**config.mk**
```make
export PLATFORM = sky130hd
export DESIGN_NAME = cmr_top
export DESIGN_NICKNAME = d
export VERILOG_FILES = /design/src/core/cmr_pkg.sv /design/src/core/cmr_top.sv
export SDC_FILE = /design/constraint.sdc
export NUM_CORES = 1
export LEC_CHECK = 0
export BUFFER_PORTS_ARGS = -buffer_cell sky130_fd_sc_hd__buf_2
export CORE_MARGIN = 5
export CORE_UTILIZATION = 61
export DETAILED_ROUTE_END_ITERATION = 8
export HOLD_SLACK_MARGIN = 0.15
export PLACE_DENSITY = 0.82
export SYNTH_ARGS = -nofsm -noshare
export SYNTH_HDL_FRONTEND = slang
export SYNTH_SLANG_ARGS = --single-unit
```
**constraint.sdc**
```tcl
create_clock -name SYS_CLK_I -period 19.8 [get_ports SYS_CLK_I]
set_clock_uncertainty 0.15 [all_clocks]
set_input_delay 3.96 -clock SYS_CLK_I [delete_from_list [all_inputs] [get_ports SYS_CLK_I]]
set_output_delay 3.96 -clock SYS_CLK_I [all_outputs]
set_load 0.005 [all_outputs]
```
**src/core/cmr_pkg.sv**
```systemverilog
`default_nettype none
package cmr_pkg;

   // Register byte addresses on the APB port.
   localparam logic [7:0] ADDR_CTL0 = 8'h00;
   localparam logic [7:0] ADDR_CTL1 = 8'h04;
   localparam logic [7:0] ADDR_RX_FLAG = 8'h08;
   localparam logic [7:0] ADDR_RX_IEN = 8'h0C;
   localparam logic [7:0] ADDR_TX_FLAG = 8'h10;
   localparam logic [7:0] ADDR_TX_IEN = 8'h14;
   localparam logic [7:0] ADDR_TX_ABRQ = 8'h18;
   localparam logic [7:0] ADDR_TX_ABAK = 8'h1C;
   localparam logic [7:0] ADDR_TX_BSEL = 8'h20;
   localparam logic [7:0] ADDR_CFG_FIRST = 8'h24;
   localparam logic [7:0] ADDR_CFG_LAST = 8'h6C;
   localparam logic [7:0] ADDR_IRQ_STAT = 8'h70;
   localparam logic [7:0] ADDR_IRQ_MASK = 8'h74;

   // Configuration bytes: two bit-timing, acceptance control, 8 ids, 8 masks.
   localparam int NUM_CFG = 19;
   localparam int CFG_BT0 = 0;
   localparam int CFG_BT1 = 1;

   // Field positions.
   localparam int CTL0_INIT_REQ = 0;
   localparam int CTL0_SLEEP_REQ = 1;
   localparam int CTL0_WAKE_EN = 2;
   localparam int CTL1_INIT_ACK = 0;
   localparam int CTL1_SLEEP_ACK = 1;
   localparam int CTL1_STOP_WAIT = 2;
   localparam int RXF_WAKE = 0;
   localparam int STAT_POS = 4;

   // Reset values.
   localparam logic [7:0] RST_BYTE = 8'h00;
   localparam logic [7:0] TX_FLAG_RST = 8'hFF;

   // Resynchronisation counts: recessive bits per run, and runs needed in bus-off.
   localparam int RECESSIVE_RUN = 11;
   localparam int BUSOFF_SEQS = 128;
   localparam logic TX_RECESSIVE = 1'b1;

   // Interrupt event bit positions.
   localparam int EV_SLEEP = 0;
   localparam int EV_INIT = 1;
   localparam int EV_WAKE = 2;
   localparam int EV_SYNC = 3;
   localparam int NUM_EV = 4;

   typedef enum logic [1:0] {ST_RUN, ST_SLEEP, ST_INIT, ST_SYNC} cmr_mode_t;

endpackage
`default_nettype wire

```
**src/core/cmr_top.sv**
```systemverilog
`timescale 1ns/1ps
`default_nettype none

// How it works
// Control register bit 1 requests sleep, bit 0 requests initialization.
// Sleep is entered only while nothing is received and all buffers empty.
// Sleep acknowledge reads 1 once sleep has really been entered.
// A write setting sleep request is refused while the wake-up flag is set.
// Sleep lasts until cleared; with wake-up enabled bus activity clears it.
// Clearing sleep request is ignored until request and acknowledge are 1.
// Initialization request aborts traffic and drops bus synchronization.
// Initialization acknowledge reads 1 once initialization is entered.
// Entering initialization resets the listed flag, enable and buffer regs.
// Timing, acceptance and control-1 writes only land in initialization.
// Error counters keep their values across initialization.
// On exit resync after 11 recessive bits, or 128 such runs in bus-off.
// Clearing init request is ignored until request and acknowledge are 1.
// Software writes other flag and enable bits only after init is left.
// Transmit pin goes recessive at once on an initialization request.
// Transmit pin goes recessive on stop, and on wait with stop-in-wait.
// Software should enter sleep before requesting initialization.
// Software enables wake-up and its interrupt before stop or wait.
// Each acknowledge returns to 0 once its mode has been left.
module cmr_top
   import cmr_pkg::*;
#(
   parameter int unsigned NUM_TXBUF = 3,
   parameter int unsigned RUN_BITS = RECESSIVE_RUN,
   parameter int unsigned BUSOFF_RUNS = BUSOFF_SEQS
) (
   input wire logic SYS_CLK_I,
   input wire logic RST_I,
   input wire logic PSEL_I,
   input wire logic PENABLE_I,
   input wire logic PWRITE_I,
   input wire logic [7:0] PADDR_I,
   input wire logic [31:0] PWDATA_I,
   output logic [31:0] PRDATA_O,
   output logic PREADY_O,
   output logic PSLVERR_O,
   input wire logic BUS_RX_I,
   output logic BUS_TX_O,
   input wire logic ENGINE_TX_I,
   input wire logic RX_BUSY_I,
   input wire logic BIT_TICK_I,
   input wire logic BUS_OFF_I,
   input wire logic [NUM_TXBUF-1:0] TX_SENT_I,
   input wire logic [1:0] TX_STATUS_I,
   input wire logic [1:0] RX_STATUS_I,
   input wire logic STOP_I,
   input wire logic WAIT_I,
   output logic ABORT_O,
   output logic ENGINE_RUN_O,
   output logic [15:0] BIT_TIMING_O,
   output logic IRQ_O
);

   localparam int TXW = NUM_TXBUF;

   logic init_req_ff, sleep_req_ff, wake_en_ff, wake_flag_ff;
   logic [4:0] ctl0_misc_ff;
   logic [5:0] ctl1_cfg_ff;
   logic [7:0] rx_ien_ff;
   logic [TXW-1:0] tx_flag_ff, tx_ien_ff, tx_abrq_ff, tx_abak_ff, tx_bsel_ff;
   logic [7:0] cfg_ff [NUM_CFG];
   logic [NUM_EV-1:0] irq_stat_ff, irq_mask_ff;
   cmr_mode_t state_ff, nxt_state;
   logic [3:0] bit_cnt_ff, nxt_bit_cnt;
   logic [7:0] seq_cnt_ff, nxt_seq_cnt;
   logic sync_done;
   logic rx_meta_ff, rx_sync_ff;
   logic bus_tx_ff, abort_ff, run_ff, irq_ff;
   logic [31:0] prdata_ff;
   logic pready_ff, pslverr_ff;
   logic nxt_init_req, nxt_sleep_req;

   // APB decode. A request is answered one cycle after its setup cycle.
   wire setup_ph = PSEL_I & ~PENABLE_I;
   wire done_ph = PSEL_I & PENABLE_I & pready_ff;
   wire wr_done = done_ph & PWRITE_I;
   wire rd_done = done_ph & ~PWRITE_I;
   wire [7:0] wd = PWDATA_I[7:0];
   wire aligned = (PADDR_I[1:0] == 2'b00);
   wire [7:0] cfg_off = PADDR_I - ADDR_CFG_FIRST;
   wire [4:0] cfg_idx = cfg_off[6:2];
   wire cfg_hit = aligned & (PADDR_I >= ADDR_CFG_FIRST)
      & (PADDR_I <= ADDR_CFG_LAST);
   wire wr_ctl0 = wr_done & (PADDR_I == ADDR_CTL0);
   wire wr_ctl1 = wr_done & (PADDR_I == ADDR_CTL1);
   wire wr_rxf = wr_done & (PADDR_I == ADDR_RX_FLAG);
   wire wr_rxien = wr_done & (PADDR_I == ADDR_RX_IEN);
   wire wr_txf = wr_done & (PADDR_I == ADDR_TX_FLAG);
   wire wr_txien = wr_done & (PADDR_I == ADDR_TX_IEN);
   wire wr_abrq = wr_done & (PADDR_I == ADDR_TX_ABRQ);
   wire wr_bsel = wr_done & (PADDR_I == ADDR_TX_BSEL);
   wire wr_mask = wr_done & (PADDR_I == ADDR_IRQ_MASK);
   wire rd_stat = rd_done & (PADDR_I == ADDR_IRQ_STAT);

   // Handshake state seen by software.
   wire sleep_ack = (state_ff == ST_SLEEP);
   wire init_ack = (state_ff == ST_INIT);
   wire cfg_unlock = init_req_ff & init_ack;
   wire stop_in_wait = ctl1_cfg_ff[CTL1_STOP_WAIT-2];
   wire bus_idle = ~RX_BUSY_I & (&tx_flag_ff);
   wire wake_evt = sleep_ack & wake_en_ff & ~rx_sync_ff;
   wire init_entry = (state_ff != ST_INIT) & (nxt_state == ST_INIT);
   wire sleep_entry = (state_ff != ST_SLEEP) & (nxt_state == ST_SLEEP);

   // Read view of every register; status fields come straight from inputs.
   wire [7:0] ctl0_rd = {ctl0_misc_ff, wake_en_ff, sleep_req_ff,
      init_req_ff};
   wire [7:0] ctl1_rd = {ctl1_cfg_ff, sleep_ack, init_ack};
   wire [7:0] rxf_rd = 8'(wake_flag_ff)
      | 8'({RX_STATUS_I, 4'h0});
   wire [7:0] txf_rd = 8'(tx_flag_ff) | 8'({TX_STATUS_I, 4'h0});
   wire addr_ok = aligned & (cfg_hit | (PADDR_I <= ADDR_TX_BSEL)
      | (PADDR_I == ADDR_IRQ_STAT) | (PADDR_I == ADDR_IRQ_MASK));
   wire [7:0] rd_byte =
      (PADDR_I == ADDR_CTL0) ? ctl0_rd :
      (PADDR_I == ADDR_CTL1) ? ctl1_rd :
      (PADDR_I == ADDR_RX_FLAG) ? rxf_rd :
      (PADDR_I == ADDR_RX_IEN) ? rx_ien_ff :
      (PADDR_I == ADDR_TX_FLAG) ? txf_rd :
      (PADDR_I == ADDR_TX_IEN) ? 8'(tx_ien_ff) :
      (PADDR_I == ADDR_TX_ABRQ) ? 8'(tx_abrq_ff) :
      (PADDR_I == ADDR_TX_ABAK) ? 8'(tx_abak_ff) :
      (PADDR_I == ADDR_TX_BSEL) ? 8'(tx_bsel_ff) :
      (PADDR_I == ADDR_IRQ_STAT) ? 8'(irq_stat_ff) :
      (PADDR_I == ADDR_IRQ_MASK) ? 8'(irq_mask_ff) :
      cfg_hit ? cfg_ff[cfg_idx] : RST_BYTE;
   wire [31:0] rd_word = addr_ok ? {24'h00_0000, rd_byte} : 32'h0000_0000;

   // Bus slave: data is latched in the setup cycle so the answer is a flop.
   always_ff @(posedge SYS_CLK_I or posedge RST_I) begin
      if (RST_I) begin
         pready_ff <= 1'b0;
         prdata_ff <= 32'h0000_0000;
         pslverr_ff <= 1'b0;
      end else begin
         pready_ff <= setup_ph;
         if (setup_ph) begin
            prdata_ff <= rd_word;
            pslverr_ff <= ~addr_ok;
         end
      end
   end

   // Request bits. Writes that would break the handshake are dropped.
   always_comb begin
      nxt_init_req = init_req_ff;
      nxt_sleep_req = sleep_req_ff;
      if (wr_ctl0) begin
         if (wd[CTL0_INIT_REQ]) begin
            nxt_init_req = 1'b1;
         end else if (cfg_unlock) begin
            nxt_init_req = 1'b0;
         end
         if (wd[CTL0_SLEEP_REQ]) begin
            nxt_sleep_req = sleep_req_ff | ~wake_flag_ff;
         end else if (sleep_req_ff & sleep_ack) begin
            nxt_sleep_req = 1'b0;
         end
      end
      if (wake_evt) begin
         nxt_sleep_req = 1'b0;
      end
   end

   // Control register 0; only its spare bits fall back on init entry.
   always_ff @(posedge SYS_CLK_I or posedge RST_I) begin
      if (RST_I) begin
         init_req_ff <= 1'b0;
         sleep_req_ff <= 1'b0;
         wake_en_ff <= 1'b0;
         ctl0_misc_ff <= 5'h0;
      end else begin
         init_req_ff <= nxt_init_req;
         sleep_req_ff <= nxt_sleep_req;
         if (wr_ctl0) begin
            wake_en_ff <= wd[CTL0_WAKE_EN];
         end
         if (init_entry) begin
            ctl0_misc_ff <= 5'h0;
         end else if (wr_ctl0) begin
            ctl0_misc_ff <= wd[7:3];
         end
      end
   end

   // Locked configuration: control 1 spare bits and all timing and acceptance bytes.
   always_ff @(posedge SYS_CLK_I or posedge RST_I) begin
      if (RST_I) begin
         ctl1_cfg_ff <= 6'h00;
      end else if (wr_ctl1 & cfg_unlock) begin
         ctl1_cfg_ff <= wd[7:2];
      end
   end

   genvar g;
   generate
      for (g = 0; g < NUM_CFG; g++) begin : g_cfg
         always_ff @(posedge SYS_CLK_I or posedge RST_I) begin
            if (RST_I) begin
               cfg_ff[g] <= RST_BYTE;
            end else if (wr_done & cfg_hit & cfg_unlock
               & (cfg_idx == 5'(g))) begin
               cfg_ff[g] <= wd;
            end
         end
      end
   endgenerate

   // Receiver flag and enable. A new wake-up beats a clear in the same cycle.
   always_ff @(posedge SYS_CLK_I or posedge RST_I) begin
      if (RST_I) begin
         wake_flag_ff <= 1'b0;
         rx_ien_ff <= RST_BYTE;
      end else if (init_entry) begin
         wake_flag_ff <= 1'b0;
         rx_ien_ff <= RST_BYTE;
      end else begin
         wake_flag_ff <= wake_evt
            | (wake_flag_ff & ~(wr_rxf & wd[RXF_WAKE]));
         if (wr_rxien) begin
            rx_ien_ff <= wd;
         end
      end
   end

   // Transmit buffer registers. Set by the engine wins over a software clear.
   always_ff @(posedge SYS_CLK_I or posedge RST_I) begin
      if (RST_I) begin
         tx_flag_ff <= TX_FLAG_RST[TXW-1:0];
         tx_ien_ff <= '0;
         tx_abrq_ff <= '0;
         tx_abak_ff <= '0;
         tx_bsel_ff <= '0;
      end else if (init_entry) begin
         tx_flag_ff <= TX_FLAG_RST[TXW-1:0];
         tx_ien_ff <= '0;
         tx_abrq_ff <= '0;
         tx_abak_ff <= '0;
         tx_bsel_ff <= '0;
      end else begin
         tx_flag_ff <= TX_SENT_I | (tx_flag_ff & ~(wd[TXW-1:0]
            & {TXW{wr_txf}}));
         tx_abrq_ff <= (tx_abrq_ff | (wd[TXW-1:0] & {TXW{wr_abrq}}))
            & ~TX_SENT_I;
         tx_abak_ff <= (tx_abrq_ff & TX_SENT_I)
            | (tx_abak_ff & ~(wd[TXW-1:0] & {TXW{wr_txf}}));
         if (wr_txien) begin
            tx_ien_ff <= wd[TXW-1:0];
         end
         if (wr_bsel) begin
            tx_bsel_ff <= wd[TXW-1:0];
         end
      end
   end

   // Mode sequencer. Resync counts recessive bits at each sample tick and
   // restarts the count on any dominant bit.
   always_comb begin
      nxt_state = state_ff;
      nxt_bit_cnt = bit_cnt_ff;
      nxt_seq_cnt = seq_cnt_ff;
      sync_done = 1'b0;
      case (state_ff)
         ST_RUN: begin
            if (init_req_ff) begin
               nxt_state = ST_INIT;
            end else if (sleep_req_ff & bus_idle) begin
               nxt_state = ST_SLEEP;
            end
         end
         ST_SLEEP: begin
            if (init_req_ff) begin
               nxt_state = ST_INIT;
            end else if (!sleep_req_ff) begin
               nxt_state = ST_RUN;
            end
         end
         ST_INIT: begin
            nxt_bit_cnt = 4'h0;
            nxt_seq_cnt = 8'h00;
            if (!init_req_ff) begin
               nxt_state = ST_SYNC;
            end
         end
         ST_SYNC: begin
            if (init_req_ff) begin
               nxt_state = ST_INIT;
            end else if (BIT_TICK_I) begin
               if (!rx_sync_ff) begin
                  nxt_bit_cnt = 4'h0;
               end else if (bit_cnt_ff == 4'(RUN_BITS - 1)) begin
                  nxt_bit_cnt = 4'h0;
                  if (!BUS_OFF_I
                     || seq_cnt_ff == 8'(BUSOFF_RUNS - 1)) begin
                     nxt_state = ST_RUN;
                     sync_done = 1'b1;
                  end else begin
                     nxt_seq_cnt = seq_cnt_ff + 8'h01;
                  end
               end else begin
                  nxt_bit_cnt = bit_cnt_ff + 4'h1;
               end
            end
         end
         default: begin
            nxt_state = ST_INIT;
         end
      endcase
   end

   // Receive pin synchroniser and sequencer state.
   always_ff @(posedge SYS_CLK_I or posedge RST_I) begin
      if (RST_I) begin
         rx_meta_ff <= TX_RECESSIVE;
         rx_sync_ff <= TX_RECESSIVE;
         state_ff <= ST_RUN;
         bit_cnt_ff <= 4'h0;
         seq_cnt_ff <= 8'h00;
      end else begin
         rx_meta_ff <= BUS_RX_I;
         rx_sync_ff <= rx_meta_ff;
         state_ff <= nxt_state;
         bit_cnt_ff <= nxt_bit_cnt;
         seq_cnt_ff <= nxt_seq_cnt;
      end
   end

   // Pin and engine control. The recessive force looks at the request as it
   // is written, so the pin never waits for a frame boundary. The error
   // counters live in the engine and are never touched from here.
   wire force_rec = nxt_init_req | STOP_I | (WAIT_I & stop_in_wait)
      | (nxt_state != ST_RUN);
   always_ff @(posedge SYS_CLK_I or posedge RST_I) begin
      if (RST_I) begin
         bus_tx_ff <= TX_RECESSIVE;
         abort_ff <= 1'b0;
         run_ff <= 1'b0;
      end else begin
         bus_tx_ff <= force_rec ? TX_RECESSIVE : ENGINE_TX_I;
         abort_ff <= init_entry;
         run_ff <= (nxt_state == ST_RUN);
      end
   end

   // Interrupts: sticky events, cleared by reading the status register.
   wire [NUM_EV-1:0] events;
   assign events[EV_SLEEP] = sleep_entry;
   assign events[EV_INIT] = init_entry;
   assign events[EV_WAKE] = wake_evt;
   assign events[EV_SYNC] = sync_done;
   // Only the bits that the read returned are cleared, so an event that
   // lands during the setup cycle of that read is kept for the next one.
   wire [NUM_EV-1:0] stat_read = prdata_ff[NUM_EV-1:0] & {NUM_EV{rd_stat}};
   wire [NUM_EV-1:0] nxt_irq_stat = events | (irq_stat_ff & ~stat_read);
   always_ff @(posedge SYS_CLK_I or posedge RST_I) begin
      if (RST_I) begin
         irq_stat_ff <= '0;
         irq_mask_ff <= '0;
         irq_ff <= 1'b0;
      end else begin
         irq_stat_ff <= nxt_irq_stat;
         if (wr_mask) begin
            irq_mask_ff <= wd[NUM_EV-1:0];
         end
         irq_ff <= |(nxt_irq_stat & irq_mask_ff);
      end
   end

   assign PRDATA_O = prdata_ff;
   assign PREADY_O = pready_ff;
   assign PSLVERR_O = pslverr_ff;
   assign BUS_TX_O = bus_tx_ff;
   assign ABORT_O = abort_ff;
   assign ENGINE_RUN_O = run_ff;
   assign BIT_TIMING_O = {cfg_ff[CFG_BT1], cfg_ff[CFG_BT0]};
   assign IRQ_O = irq_ff;
endmodule
`default_nettype wire

```
Yosys cells after proc, flatten, opt, wreduce, memory -nomap -nowiden
Index checks and enable logic that the tools add are counted.

word-level totals
  register bits = 252
  bits of input ports = 59
  logic and storage cells = 263

cells by class
  add/sub/neg operators = 3
  order comparisons = 4
  equal/unequal tests = 42
  multiplexer cells = 64
  bitwise logic cells = 85
  reduce and logical (&&, ||, !) cells = 20

operator list
  operator                                                                count
  8-bit two-way mux                                                       22
  1-bit bitwise AND                                                       51
  8-bit binary-select mux with 5-bit select                               1
  5-bit by 4-bit equality test with 1-bit output (second input constant)  8
  8-bit by 5-bit equality test with 1-bit output (second input constant)  4
  8-bit by 7-bit equality test with 1-bit output (second input constant)  3
  3-bit two-way mux                                                       7
  5-bit by 3-bit equality test with 1-bit output (second input constant)  4
  2-bit two-way mux                                                       10
  3-bit bitwise AND                                                       6
  8-bit by 4-bit equality test with 1-bit output (second input constant)  2
  4-bit two-way mux                                                       4
  8-bit one-hot mux with 2 select lines                                   1
  5-bit equality test (second input constant)                             3
  1-bit two-way mux                                                       15
  2-bit nonzero test                                                      7
  4-bit bitwise AND                                                       3
  2-bit inequality test (second input constant)                           6
  5-bit by 2-bit equality test with 1-bit output (second input constant)  2
  5-bit two-way mux                                                       2
  3-bit OR                                                                3
  8-bit by 1-bit adder with 8-bit output (second input constant)          1
  8-bit by 3-bit equality test with 1-bit output (second input constant)  1
  8-bit by 6-bit equality test with 1-bit output (second input constant)  1
  31 further kinds                                                        51

Longest topological paths before layout
Gate-level depths: netlist (run 1).

  depth in word-level cells = 18
  depth in mapped cells = 13

Worst setup path after synthesis (run 1)
OpenSTA, ideal clock, no wires.

  kind = input-to-reg
  start point = input PADDR_I[2]
  end point = register prdata_ff[2] (netlist: PRDATA_O[2])
  library setup time = 0.131 ns
  arrival time = 6.859 ns
  required time = 19.519 ns
  path slack = 12.660 ns
  cell stages on the path = 12
  buffers on the path = 5
  path through = buf_2 -> buf_2 -> clkinv_1 -> ha_1 -> clkbuf_1 -> buf_1 -> buf_2 -> mux4_2 -> a222oi_1 -> nor4_1 -> nor4_1 -> o21ai_0

between the ends
  word-level cells in the longest chain between the ends = 18

ends and longest elaborated chain
  item                                                    line            text
  start: declaration                                      cmr_top.sv:36   input wire logic [7:0] PADDR_I,
  7-bit by 6-bit subtractor with 7-bit output             cmr_top.sv:84   wire [7:0] cfg_off = PADDR_I - ADDR_CFG_FIRST;
  5-bit inverter with 6-bit output (not written as such)  cmr_top.sv:130  cfg_hit ? cfg_ff[cfg_idx] : RST_BYTE;
  8-bit binary-select mux with 5-bit select               cmr_top.sv:130
  8-bit two-way mux (not written as such) (2 in a row)    cmr_top.sv:130
  8-bit two-way mux                                       cmr_top.sv:130
  8-bit two-way mux                                       cmr_top.sv:129  (PADDR_I == ADDR_IRQ_MASK) ? 8'(irq_mask_ff) :
  8-bit two-way mux                                       cmr_top.sv:128  (PADDR_I == ADDR_IRQ_STAT) ? 8'(irq_stat_ff) :
  8-bit two-way mux                                       cmr_top.sv:127  (PADDR_I == ADDR_TX_BSEL) ? 8'(tx_bsel_ff) :
  8-bit two-way mux                                       cmr_top.sv:126  (PADDR_I == ADDR_TX_ABAK) ? 8'(tx_abak_ff) :
  8-bit two-way mux                                       cmr_top.sv:125  (PADDR_I == ADDR_TX_ABRQ) ? 8'(tx_abrq_ff) :
  8-bit two-way mux                                       cmr_top.sv:124  (PADDR_I == ADDR_TX_IEN) ? 8'(tx_ien_ff) :
  8-bit two-way mux                                       cmr_top.sv:123  (PADDR_I == ADDR_TX_FLAG) ? txf_rd :
  8-bit two-way mux                                       cmr_top.sv:122  (PADDR_I == ADDR_RX_IEN) ? rx_ien_ff :
  8-bit two-way mux                                       cmr_top.sv:121  (PADDR_I == ADDR_RX_FLAG) ? rxf_rd :
  8-bit two-way mux                                       cmr_top.sv:120  (PADDR_I == ADDR_CTL1) ? ctl1_rd :
  8-bit two-way mux                                       cmr_top.sv:119  (PADDR_I == ADDR_CTL0) ? ctl0_rd :
  8-bit two-way mux (*)                                   cmr_top.sv:131  wire [31:0] rd_word = addr_ok ? {24'h00_0000, rd_byte} : 32'h0000_0000;
  end signal: assignment                                  cmr_top.sv:142  prdata_ff <= rd_word;
  end: declaration                                        cmr_top.sv:73   logic [31:0] prdata_ff;

Every way passes the cells marked *; elsewhere a longest branch is shown, timed or not. The select of a mux whose other input is x is not followed.
A chain may end at the register's enable or synchronous reset.

Worst setup path after layout (run 1)
Same ends and word-level chain as after synthesis.

==> summary.md, run 1 <==
| Metric | Value |
|---|---|
| Leakage | 0.00636 uW |
| Final instance area | 0.0130 sq mm |
| Min-delay src | rx_meta_ff |
| # setup viols final | 0 |
| Vias per cell | 6.42 |
| Fraction of layout cells with a size suffix above 1 | 25.2% |
| Outcome | completed |
| Vias | 8333 |
| Max Cap Violations | 0 |
| Min-Delay Endpoint | rx_sync_ff |
| Placed wire-length estimate | 19.2 mm |
| Fillers | 1440 |
| Pre-CTS WS | 11440 ps |
| Core ar. | 0.0193 sq mm |
| Post-route setup slack | 11810 ps |
| Register area share after synthesis | 48.0% |
| Num rows | 51 |
| Tmin final | 7990 ps |
| Most common cell in the netlist | dfrtp_1 |
| Prevailing post-synth register cell | dfrtp_1 |
| Critical path class | in2reg |
| P per Cell Area | 79.6 mW/mm^2 |
| Async set or reset register ratio after synthesis | 100% |
| Final #Nets | 1082 |
| Post-synth top cells | dfrtp_1 (222), mux2_1 (90), nand2_1 (63) |
| Final Non-Filler Cells | 1298 |
| Worst Max-Slew Pin Slew | 1160 ps |
| Top cell type by total area after synthesis | dfrtp_1 |
| Slew headroom | 22.3% |
| CTS tree | done |
| Final Core Density | 67.2% |
| Largest net degree at the start of global routing | 154 |
| ANT cells | 0 |
| Die ar. | 0.0224 sq mm |
| Port-buffer cells | 64 |
| Yosys reg bits | 228 |
| Worst EP required | 20020 ps |
| H-tree lvl count | 1 |
| Critical path data arrival time | 8210 ps |
| Worst reg-to-reg setup slack | 16790 ps |
| CTS sink count | 228 |
| Post-cts resize count | 0 |
| Placement Cell Area | 0.0121 sq mm |
| Post-synth top area share | 46.7% |
| Reg2reg path depth | 5 |
| Chip Width | 150 um |
| M1 WL | 12.0 mm |
| Hold Path Stages | 0 |
| Post-CTS Setup Bufs | 0 |
| Met2 wire len | 14.0 mm |
| Netlist cell types | 78 |
| Drt pass-1 iters | 7 |
| Setup TNS | 0 ps |
| Tcrit/Tclk final | 40.4% |
| Peak Freq | 0.125 GHz |
| CTS max path bufs | 3 |
| TritonCTS Buffers | 24 |
| Unrepaired setup endpoints after global routing | no |
| Post-Place Cells | 1254 |
| GPL Wtd Cong | 0.970 |
| Top Layer Used | met5 |
| Avg Synthesized Cell Area | 11.9 sq um |
| WL final | 29.3 mm |
| Total grt overflow | 0 |
| Clock root cell | clkbuf_16 |
| Initial core utilization | 61.5% |
| Worst-path clk slew | 60 ps |
| I/O pin total | 113 |
| DRT antenna net count | 0 |
| Synth warn | 0 |
| P&R area growth vs syn | 9.17% |
| Iter 0 DRT Violations | 779 |
| Worst-Skew Late Latency | 530 ps |
| Routed WL per cell | 22.6 um |
| Number of global-route vias before repair | 8325 |
| Die Ht | 150 um |
| Worst setup EP type | flip-flop |
| Hold Crit Class | reg2reg |
| Top post-synthesis cells by area | dfrtp_1 (47%), mux2_1 (8.5%), mux4_2 (6.6%), mux2_2 (4.8%), mux2_4 (3.0%) |
| Number of enable flip-flop cells after synthesis | 0 |
| Residual DRC | 0 |
| CP Launch Type | primary input |
| Max IR drop VDD | 0.0000836 V |
| FF-to-FF Start | state_ff[1] |
| Reg-to-reg critical path endpoint | cfg_ff[61] |
| Initial antenna violation count | 1 |
| Met3 wire length | 2.28 mm |
| Slew Limit Fails | 0 |
| Number of hold buffers added after cts | 0 |
| Mapped Cells | 997 |
| GRT Total Usage | 26.4% |
| First-pass GRT wire length | 46.6 mm |
| Maximum fanout along the worst path | 43 |
| Final Hold Viols | 0 |
| Synthesized area | 0.0119 sq mm |
## how the worst max path moves through the flow
stage               depth (start not counted)       start          end  slack (ps)
CTS                                        10  PADDR_I[2]  PRDATA_O[2]       11970
floorplan                                   1       RST_I      ABORT_O        9450
finish                                     10  PADDR_I[2]  PRDATA_O[2]       11810
detailed placement                         10  PADDR_I[2]  PRDATA_O[2]       11440
global route                               10  PADDR_I[2]  PRDATA_O[2]       11550
global placement                           10  PADDR_I[2]  PRDATA_O[2]       11450
## registers in the layout, summed over array words and instances, names as in the netlist, 2 cells and up
| signal | count |
|---|---|
| cfg_ff | 136 |
| BIT_TIMING_O | 16 |
| PRDATA_O | 8 |
| rx_ien_ff | 8 |
| seq_cnt_ff | 8 |
| ctl1_cfg_ff | 6 |
| ctl0_misc_ff | 5 |
| bit_cnt_ff | 4 |
| irq_mask_ff | 4 |
| irq_stat_ff | 4 |
| tx_abak_ff | 3 |
| tx_abrq_ff | 3 |
| tx_bsel_ff | 3 |
| tx_flag_ff | 3 |
| tx_ien_ff | 3 |
| state_ff | 2 |
## critical path: stages
cell      delay (ps)
buf_2             70
buf_4            580
clkinv_1         540
ha_2             460
xor2_1           950
mux2_2           440
a222oi_1         410
nor4_1            90
nor4_1           450
o21ai_0          200
## report_power, final
part / internal, uW / switching [uW]
sequential: 473 / 6.66
clock: 289 / 186
combinational: 23.1 / 56.2
## logic make-up after synthesis
group                    after synthesis  share of synthesized area [%]
adder cells (fa/ha/maj)                8                          0.842
buffers and inverters                119                           5.21
other                                  1                         0.0315
multiplexers                         222                           24.9
AO/OA/AOI/OAI                        158                           9.11
XOR/XNOR                              10                          0.737
AND/OR/NAND/NOR                      251                           11.2
flip-flops                           228                           48.0
## metal layers
metal	up-vias	GRT usage, %
met5	-	0
met4	2	8.92
met3	96	5.09
met2	441	42.7
met1	4171	36.3
li1	3623	-
## through the flow
stage | hold slack (ps) | total power, uW
floorplan | 195 | 545
global placement | 210 | 564
detailed placement | 215 | 565
CTS | 223 | 1040
global route | 226 | 1070
finish | 221 | 1030
## area by class of cell
type,instances,area (sq um),share of cell area [%]
repair buffers,71,373,2.87
well taps,265,332,2.55
inverters,17,71.3,0.549
flip-flops and latches,228,5710,44.0
clock inverters,9,131,1.01
clock buffers,35,712,5.48
multi-input cells,673,5650,43.5
## layout by cell type (no fill, tap or decap), types with 6 or more instances in the layout
master,count
mux2i_1,22
a21oi_1,42
ha_1,7
mux2_2,51
buf_2,64
and2_1,6
nand3_1,20
dfrtp_1,222
nand4_1,13
buf_4,7
or4_1,6
nor3_1,15
o21ai_0,30
nand2_1,63
nand2b_1,7
a221oi_1,6
xor2_1,8
nor2_1,53
dfstp_2,6
a21o_1,6
mux2_4,24
clkbuf_8,7
clkbuf_16,24
a211oi_1,8
mux4_2,35
o211ai_1,6
conb_1,24
inv_1,15
nand2_2,12
a22oi_1,7
a211o_1,6
and3_1,10
mux2_1,90
No activity file was read; power rests on OpenSTA's default activity.
==> run 2, diff against run 1 <==
--- a/config.mk
+++ b/config.mk
@@ -7,10 +7,10 @@
 export LEC_CHECK = 0
 export BUFFER_PORTS_ARGS = -buffer_cell sky130_fd_sc_hd__buf_2
 export CORE_MARGIN = 5
-export CORE_UTILIZATION = 61
+export CORE_UTILIZATION = 54
 export DETAILED_ROUTE_END_ITERATION = 8
 export HOLD_SLACK_MARGIN = 0.15
-export PLACE_DENSITY = 0.82
+export PLACE_DENSITY = 0.77
 export SYNTH_ARGS = -nofsm -noshare
 export SYNTH_HDL_FRONTEND = slang
 export SYNTH_SLANG_ARGS = --single-unit
==> constraint.sdc (replaced) <==
create_clock -name SYS_CLK_I -period 7.18 [get_ports SYS_CLK_I]
set_clock_uncertainty 0.15 [all_clocks]
set_input_delay 1.436 -clock SYS_CLK_I [delete_from_list [all_inputs] [get_ports SYS_CLK_I]]
set_output_delay 1.436 -clock SYS_CLK_I [all_outputs]
set_load 0.005 [all_outputs]
==> summary.md, run 2 (synthesis results as in run 1) <==
| Metric | Value |
|---|---|
| Tcrit/Tclk final | 62.4% |
| CP startpoint | PADDR_I[2] (unchanged) |
| GPL Wtd Cong | 0.922 (was 0.970) |
| Largest net degree at the start of global routing | 142 (was 154) |
| Max Cap Violations | 0 (unchanged) |
| Residual DRC | 0 (unchanged) |
| Iter 0 DRT Violations | 750 (was 779) |
| CTS max path bufs | 3 (unchanged) |
| Met1 Use GR | 33.1% (was 36.3%) |
| Clock root cell | clkbuf_16 (unchanged) |
| Final #Nets | 1086 (was 1082) |
| Post-route setup slack | 2700 ps (was 11810 ps) |
| Final Hold Viols | 0 (unchanged) |
| Worst EP required | 7410 ps (was 20020 ps) |
| Critical path class | in2reg (unchanged) |
| Routed WL per cell | 22.3 um (was 22.6 um) |
| Vias per cell | 6.24 (was 6.42) |
| CTS tree | done (unchanged) |
| Setup TNS | 0 ps (unchanged) |
| Met2 usage | 36.8% (was 42.7%) |
| Unrepaired setup endpoints after global routing | no (unchanged) |
| Commonest non-fill, non-tap cell in the layout | dfrtp_1 (unchanged) |
| Max IR drop VDD | 0.000209 V (was 0.0000836 V) |
| Critical path data arrival time | 4710 ps (was 8210 ps) |
| Die ar. | 0.0251 sq mm (was 0.0224 sq mm) |
| Clk pwr share | 46.3% (was 45.9%) |
| Total grt overflow | 0 (unchanged) |
| Port-buffer cells | 64 (unchanged) |
| WL final | 29.5 mm (was 29.3 mm) |
| TritonCTS Buffers | 25 (was 24) |
| Core ar. | 0.0218 sq mm (was 0.0193 sq mm) |
| GRT Total Usage | 23.8% (was 26.4%) |
| Worst-Skew Late Latency | 530 ps (about the same) |
| # setup viols final | 0 (unchanged) |
| Die Ht | 158 um (was 150 um) |
| Worst-path clk slew | 60 ps (about the same) |
| Maximum fanout along the worst path | 22 (was 43) |
| Worst setup EP type | flip-flop (unchanged) |
| Post-cts resize count | 0 (unchanged) |
| CTS sink count | 228 (unchanged) |
| GR peak layer | met2 (unchanged) |
| Flop pwr share | 46.1% (was 46.4%) |
| Most frequent cells in the layout | dfrtp_1 (222), mux2_1 (90), buf_2 (64), nand2_1 (63), nor2_1 (53) (unchanged) |
| Outcome | completed (unchanged) |
| Gate power share | 7.6% (was 7.7%) |
| Drt pass-1 iters | 5 (was 7) |
| Slew headroom | 36.3% (was 22.3%) |
| Vias | 8228 (was 8333) |
| Worst Max-Slew Pin Slew | 955 ps (was 1160 ps) |
| Net switching power figure | 697 uW (was 248 uW) |
| Biggest register | cfg_ff (unchanged) |
| Num rows | 54 (was 51) |
| I/O pin total | 113 (unchanged) |
| CP Launch Type | primary input (unchanged) |
| Post-Place Cells | 1272 (was 1254) |
| Min-delay src | rx_meta_ff (unchanged) |
| Hold Crit Class | reg2reg (unchanged) |
| Chip Width | 158 um (was 150 um) |
| Pint | 2170 uW (was 785 uW) |
| P per Cell Area | 220 mW/mm^2 (was 79.6 mW/mm^2) |
| Met3 GRT Util | 4.92% (was 5.09%) |
| Leakage | 0.00638 uW (was 0.00636 uW) |
| Final Core Density | 60.0% (was 67.2%) |
| Number of global-route vias before repair | 8364 (was 8325) |
| Initial core utilization | 54.7% (was 61.5%) |
| Fraction of layout cells with a size suffix above 1 | 25.5% (was 25.2%) |
| Number of hold buffers added after cts | 0 (unchanged) |
| Peak Freq | 0.223 GHz |
| H-tree lvl count | 1 (unchanged) |
| Post-CTS Setup Bufs | 0 (unchanged) |
| Overall Power | 2870 uW (was 1030 uW) |
| Final Non-Filler Cells | 1319 (was 1298) |
| First-pass GRT wire length | 46.7 mm (was 46.6 mm) |
| Placed wire-length estimate | 19.6 mm (was 19.2 mm) |
| Worst reg-to-reg setup slack | 4210 ps (was 16790 ps) |
| Pre-CTS WS | 2290 ps (was 11440 ps) |
| Slew Limit Fails | 0 (unchanged) |
| Switching Fraction | 24.3% (was 24.0%) |
| P&R area growth vs syn | 9.79% (was 9.17%) |
| Initial antenna violation count | 2 (was 1) |
| Max FFs per register | 136 (unchanged) |
| FF-to-FF Start | state_ff[1] (unchanged) |
| Tmin final | 4480 ps |
| DRT antenna net count | 0 (unchanged) |
run 2: cell count changes in the layout (fill, tap and decap cells not counted), sizes merged:
cell | previous run | this run
clkinv | 7 | 6
diode | 0 | 1
buf | 71 | 74
bufinv | 3 | 2
clkinvlp | 0 | 1
clkbuf | 35 | 37
inv | 16 | 17
run 2: path summary, 6_finish.rpt:
check,end,cells after the start
setup / recovery,PRDATA_O[1],10
min in group asynchronous,ctl1_cfg_ff[2],2
max in group asynchronous,seq_cnt_ff[4],3
setup reg to reg,cfg_ff[123],5
hold / removal,rx_sync_ff,0
hold reg to reg,rx_sync_ff,0
run 2: through the flow:
stage | area [sq um] | hold WS, ps
after floorplan | 12000 | 195
after global placement | 12200 | 198
after detailed placement | 12200 | 197
after CTS | 13100 | 205
after global routing | 13100 | 207
final | 13100 | 205
run 2: power by group through the flow:
| stage | registers (uW) | logic, uW | clock network (uW) |
|---|---|---|---|
| 6_report | 1320 | 217 | 1330 |
| 5_1_grt | 1330 | 242 | 1400 |
| 4_1_cts | 1320 | 218 | 1340 |
| 3_5_place_dp | 1350 | 217 | 0 |
| 3_3_place_gp | 1340 | 213 | 0 |
| 2_1_floorplan | 1340 | 165 | 0 |
run 2: layer usage:
layer | wire length, um | part of all wire, %
met3 | 2300 | 7.8
met2 | 13500 | 46
met4 | 1220 | 4.1
met1 | 12400 | 42
met5 | 10 | 0.034
run 2: area by class of cell:
class / count / area (sq um)
diodes: 1 / 2.50
clock buffers: 37 / 751
clock inverters: 9 / 114
fillers: 1739 / 8700
inverters: 17 / 67.6
multi-input cells: 673 / 5650
flip-flops and latches: 228 / 5710
well taps: 280 / 350
repair buffers: 74 / 408
run 2: worst max-delay path, cell delays in order:
cell and delay [ps]:
buf_2 90, clkinv_1 280, ha_2 820, buf_4 440
mux4_2 570, and3_1 190, o21ai_0 180, nand4_1 160
a32oi_1 360, o21ai_0 160
==> run 3, diff against run 2 <==
==> constraint.sdc (replaced) <==
create_clock -name SYS_CLK_I -period 3.7 [get_ports SYS_CLK_I]
set_clock_uncertainty 0.15 [all_clocks]
set_input_delay 0.74 -clock SYS_CLK_I [delete_from_list [all_inputs] [get_ports SYS_CLK_I]]
set_output_delay 0.74 -clock SYS_CLK_I [all_outputs]
set_load 0.005 [all_outputs]
==> summary.md, run 3 (synthesis results as in run 1) <==
| Metric | Value |
|---|---|
| Outcome | completed (unchanged) |
| CP Launch Type | primary input (unchanged) |
| M1 WL | 12.6 mm (was 12.4 mm) |
| Setup TNS | 0 ps (unchanged) |
| Worst EP required | 3950 ps (was 7410 ps) |
| Pint | 4220 uW (was 2170 uW) |
| Post-CTS Setup Bufs | 0 (unchanged) |
| Clock root cell | clkbuf_16 (unchanged) |
| # setup viols final | 0 (unchanged) |
| Final Hold Viols | 0 (unchanged) |
| Gate power share | 8.2% (was 7.6%) |
| Tcrit/Tclk final | 81.0% |
| Routed WL per cell | 22.2 um (was 22.3 um) |
| Die ar. | 0.0251 sq mm (unchanged) |
| CTS sink count | 228 (unchanged) |
| I/O pin total | 113 (unchanged) |
| Hold Crit Class | in2async (was reg2reg) |
| Max FFs per register | 136 (unchanged) |
| Vias per cell | 6.18 (was 6.24) |
| Critical path data arrival time | 3250 ps (was 4710 ps) |
| Iter 0 DRT Violations | 759 (was 750) |
| Chip Width | 158 um (unchanged) |
| Reg2reg path depth | 7 (was 5) |
| P per Cell Area | 417 mW/mm^2 (was 220 mW/mm^2) |
| Final #Nets | 1124 (was 1086) |
| Bufs and invs on worst path | 2 (was 3) |
| CTS tree | done (unchanged) |
| TritonCTS Buffers | 24 (was 25) |
| Largest stage delay, worst path | 550 ps (was 820 ps) |
| GRT Total Usage | 24.5% (was 23.8%) |
| Initial antenna violation count | 0 (was 2) |
| FF/Latch Area | 0.00571 sq mm (unchanged) |
| Area occupied by multi-input gates | 0.00565 sq mm (unchanged) |
| Biggest register | cfg_ff (unchanged) |
| Post-route setup slack | 702 ps (was 2700 ps) |
| DRT antenna net count | 0 (unchanged) |
| Core ar. | 0.0218 sq mm (unchanged) |
| GPL Wtd Cong | 0.921 (was 0.922) |
| Pre-CTS WS | 224 ps (was 2290 ps) |
| Die Ht | 158 um (unchanged) |
| Num rows | 54 (unchanged) |
| Vias | 8378 (was 8228) |
| CP delay by family, top | simple AND/OR/NAND/NOR gates (was adder cells) |
| Drt pass-1 iters | 6 (was 5) |
| Post-cts resize count | 0 (unchanged) |
| Stages on worst setup path | 9 (was 10) |
| CTS max path bufs | 3 (unchanged) |
| Critical path class | in2reg (unchanged) |
| Net switching power figure | 1350 uW (was 697 uW) |
| Met2 wire len | 14.5 mm (was 13.5 mm) |
| Slew Limit Fails | 0 (unchanged) |
| Initial core utilization | 54.7% (unchanged) |
| Placed wire-length estimate | 20.6 mm (was 19.6 mm) |
| Flop pwr share | 46.1% (about the same) |
| Commonest non-fill, non-tap cell in the layout | dfrtp_1 (unchanged) |
| Worst-path clk slew | 60 ps (about the same) |
| Max IR drop VDD | 0.000326 V (was 0.000209 V) |
| P&R area growth vs syn | 12.2% (was 9.79%) |
| First-pass GRT wire length | 48.2 mm (was 46.7 mm) |
| Critical path's slowest cell | nor4_4 (was ha_2) |
| Final Core Density | 61.3% (was 60.0%) |
| Slew headroom | 49.2% (was 36.3%) |
| Number of hold buffers added after cts | 0 (unchanged) |
| Maximum fanout along the worst path | 13 (was 22) |
| Fillers | 1707 (was 1739) |
| Crit-path cells | buf_2 > buf_4 > ha_1 > nor3b_1 > or4_1 > nand2_1 > nor4_4 > nand2_4 > mux2_4 (was buf_2 > clkinv_1 > ha_2 > buf_4 > mux4_2 > and3_1 > o21ai_0 > nand4_1 > a32oi_1 > o21ai_0) |
| Port-buffer cells | 64 (unchanged) |
| Unrepaired setup endpoints after global routing | no (unchanged) |
| Clk pwr share | 45.7% (was 46.3%) |
| Most frequent cells in the layout | dfrtp_1 (222), mux2_1 (90), buf_2 (64), nand2_1 (63), nor2_1 (53) (unchanged) |
| Met3 wire length | 1.96 mm (was 2.30 mm) |
| Worst setup EP type | flip-flop (unchanged) |
| Residual DRC | 0 (unchanged) |
| Worst-Skew Late Latency | 530 ps (about the same) |
| Number of global-route vias before repair | 8664 (was 8364) |
| Leakage | 0.00656 uW (was 0.00638 uW) |
| Worst Max-Slew Pin Slew | 752 ps (was 955 ps) |
| Largest net degree at the start of global routing | 84 (was 142) |
| Fraction of layout cells with a size suffix above 1 | 28.0% (was 25.5%) |
| WL final | 30.1 mm (was 29.5 mm) |
| Tmin final | 3000 ps |
| Top Layer Used | met4 (was met5) |
| ANT cells | 0 (was 1) |
| H-tree lvl count | 1 (unchanged) |
| Peak Freq | 0.334 GHz |
| Max Cap Violations | 0 (unchanged) |
| Switching Fraction | 24.2% (was 24.3%) |
| Total grt overflow | 0 (unchanged) |
| Overall Power | 5570 uW (was 2870 uW) |
## run 3: cell count changes in the layout (fill, tap and decap cells not counted), moves of 2 or more
cell,previous run,this run
buf_12,1,3
clkbuf_8,8,3
buf_4,9,46
bufinv_16,2,4
clkbuf_1,4,6
## run 3: area by class of cell
type                    instances  area share (%)
clock buffers                  33            4.98
well taps                     280            2.63
clock inverters                11            1.27
flip-flops and latches        228            42.8
multi-input cells             673            42.4
inverters                      17           0.516
repair buffers                113            5.44
## run 3: power groups by stage
stage | Sequential, uW | Clock, uW | Combinational, uW
floorplan | 2600 | 0 | 320
global placement | 2610 | 0 | 444
detailed placement | 2610 | 0 | 453
CTS | 2560 | 2580 | 456
global route | 2570 | 2690 | 504
finish | 2570 | 2540 | 457
## run 3: layer usage
metal  track usage (%)  vias to the layer above
met5                 0                        -
met4              8.77                        0
met3              3.45                       73
met2              40.1                      328
met1              33.7                     4258
li1                  -                     3719
## run 3: worst register-to-register path, delay by kind of cell (launching register included)
kind | cells | cell delay [ps]
and+or+nand+nor | 4 | 1010
DFF | 1 | 520
AOI/OAI and AO/OA | 1 | 450
muxes | 1 | 400
buffers and inverters | 1 | 200
## run 3: path summary, 6_finish.rpt
| path | start | to | slack (ps) |
|---|---|---|---|
| max | PADDR_I[2] | cfg_ff[12] | 700 |
| min reg2reg | rx_meta_ff | rx_sync_ff | 210 |
| max in group asynchronous | RST_I | BUS_TX_O | 2290 |
| min in group SYS_CLK_I | BUS_RX_I | rx_meta_ff | 170 |
| min | RST_I | ctl1_cfg_ff[4] | 170 |
| max reg2reg | state_ff[1] | cfg_ff[134] | 880 |
## run 3: per-stage QoR
step                instance area [sq um]  hold WS (ps)  cells
global route                        13300           154   1355
detailed placement                  12500           199   1311
finish                              13300           168   1355
floorplan                           12000           195   1020
CTS                                 13300           153   1355
global placement                    12500           197   1311
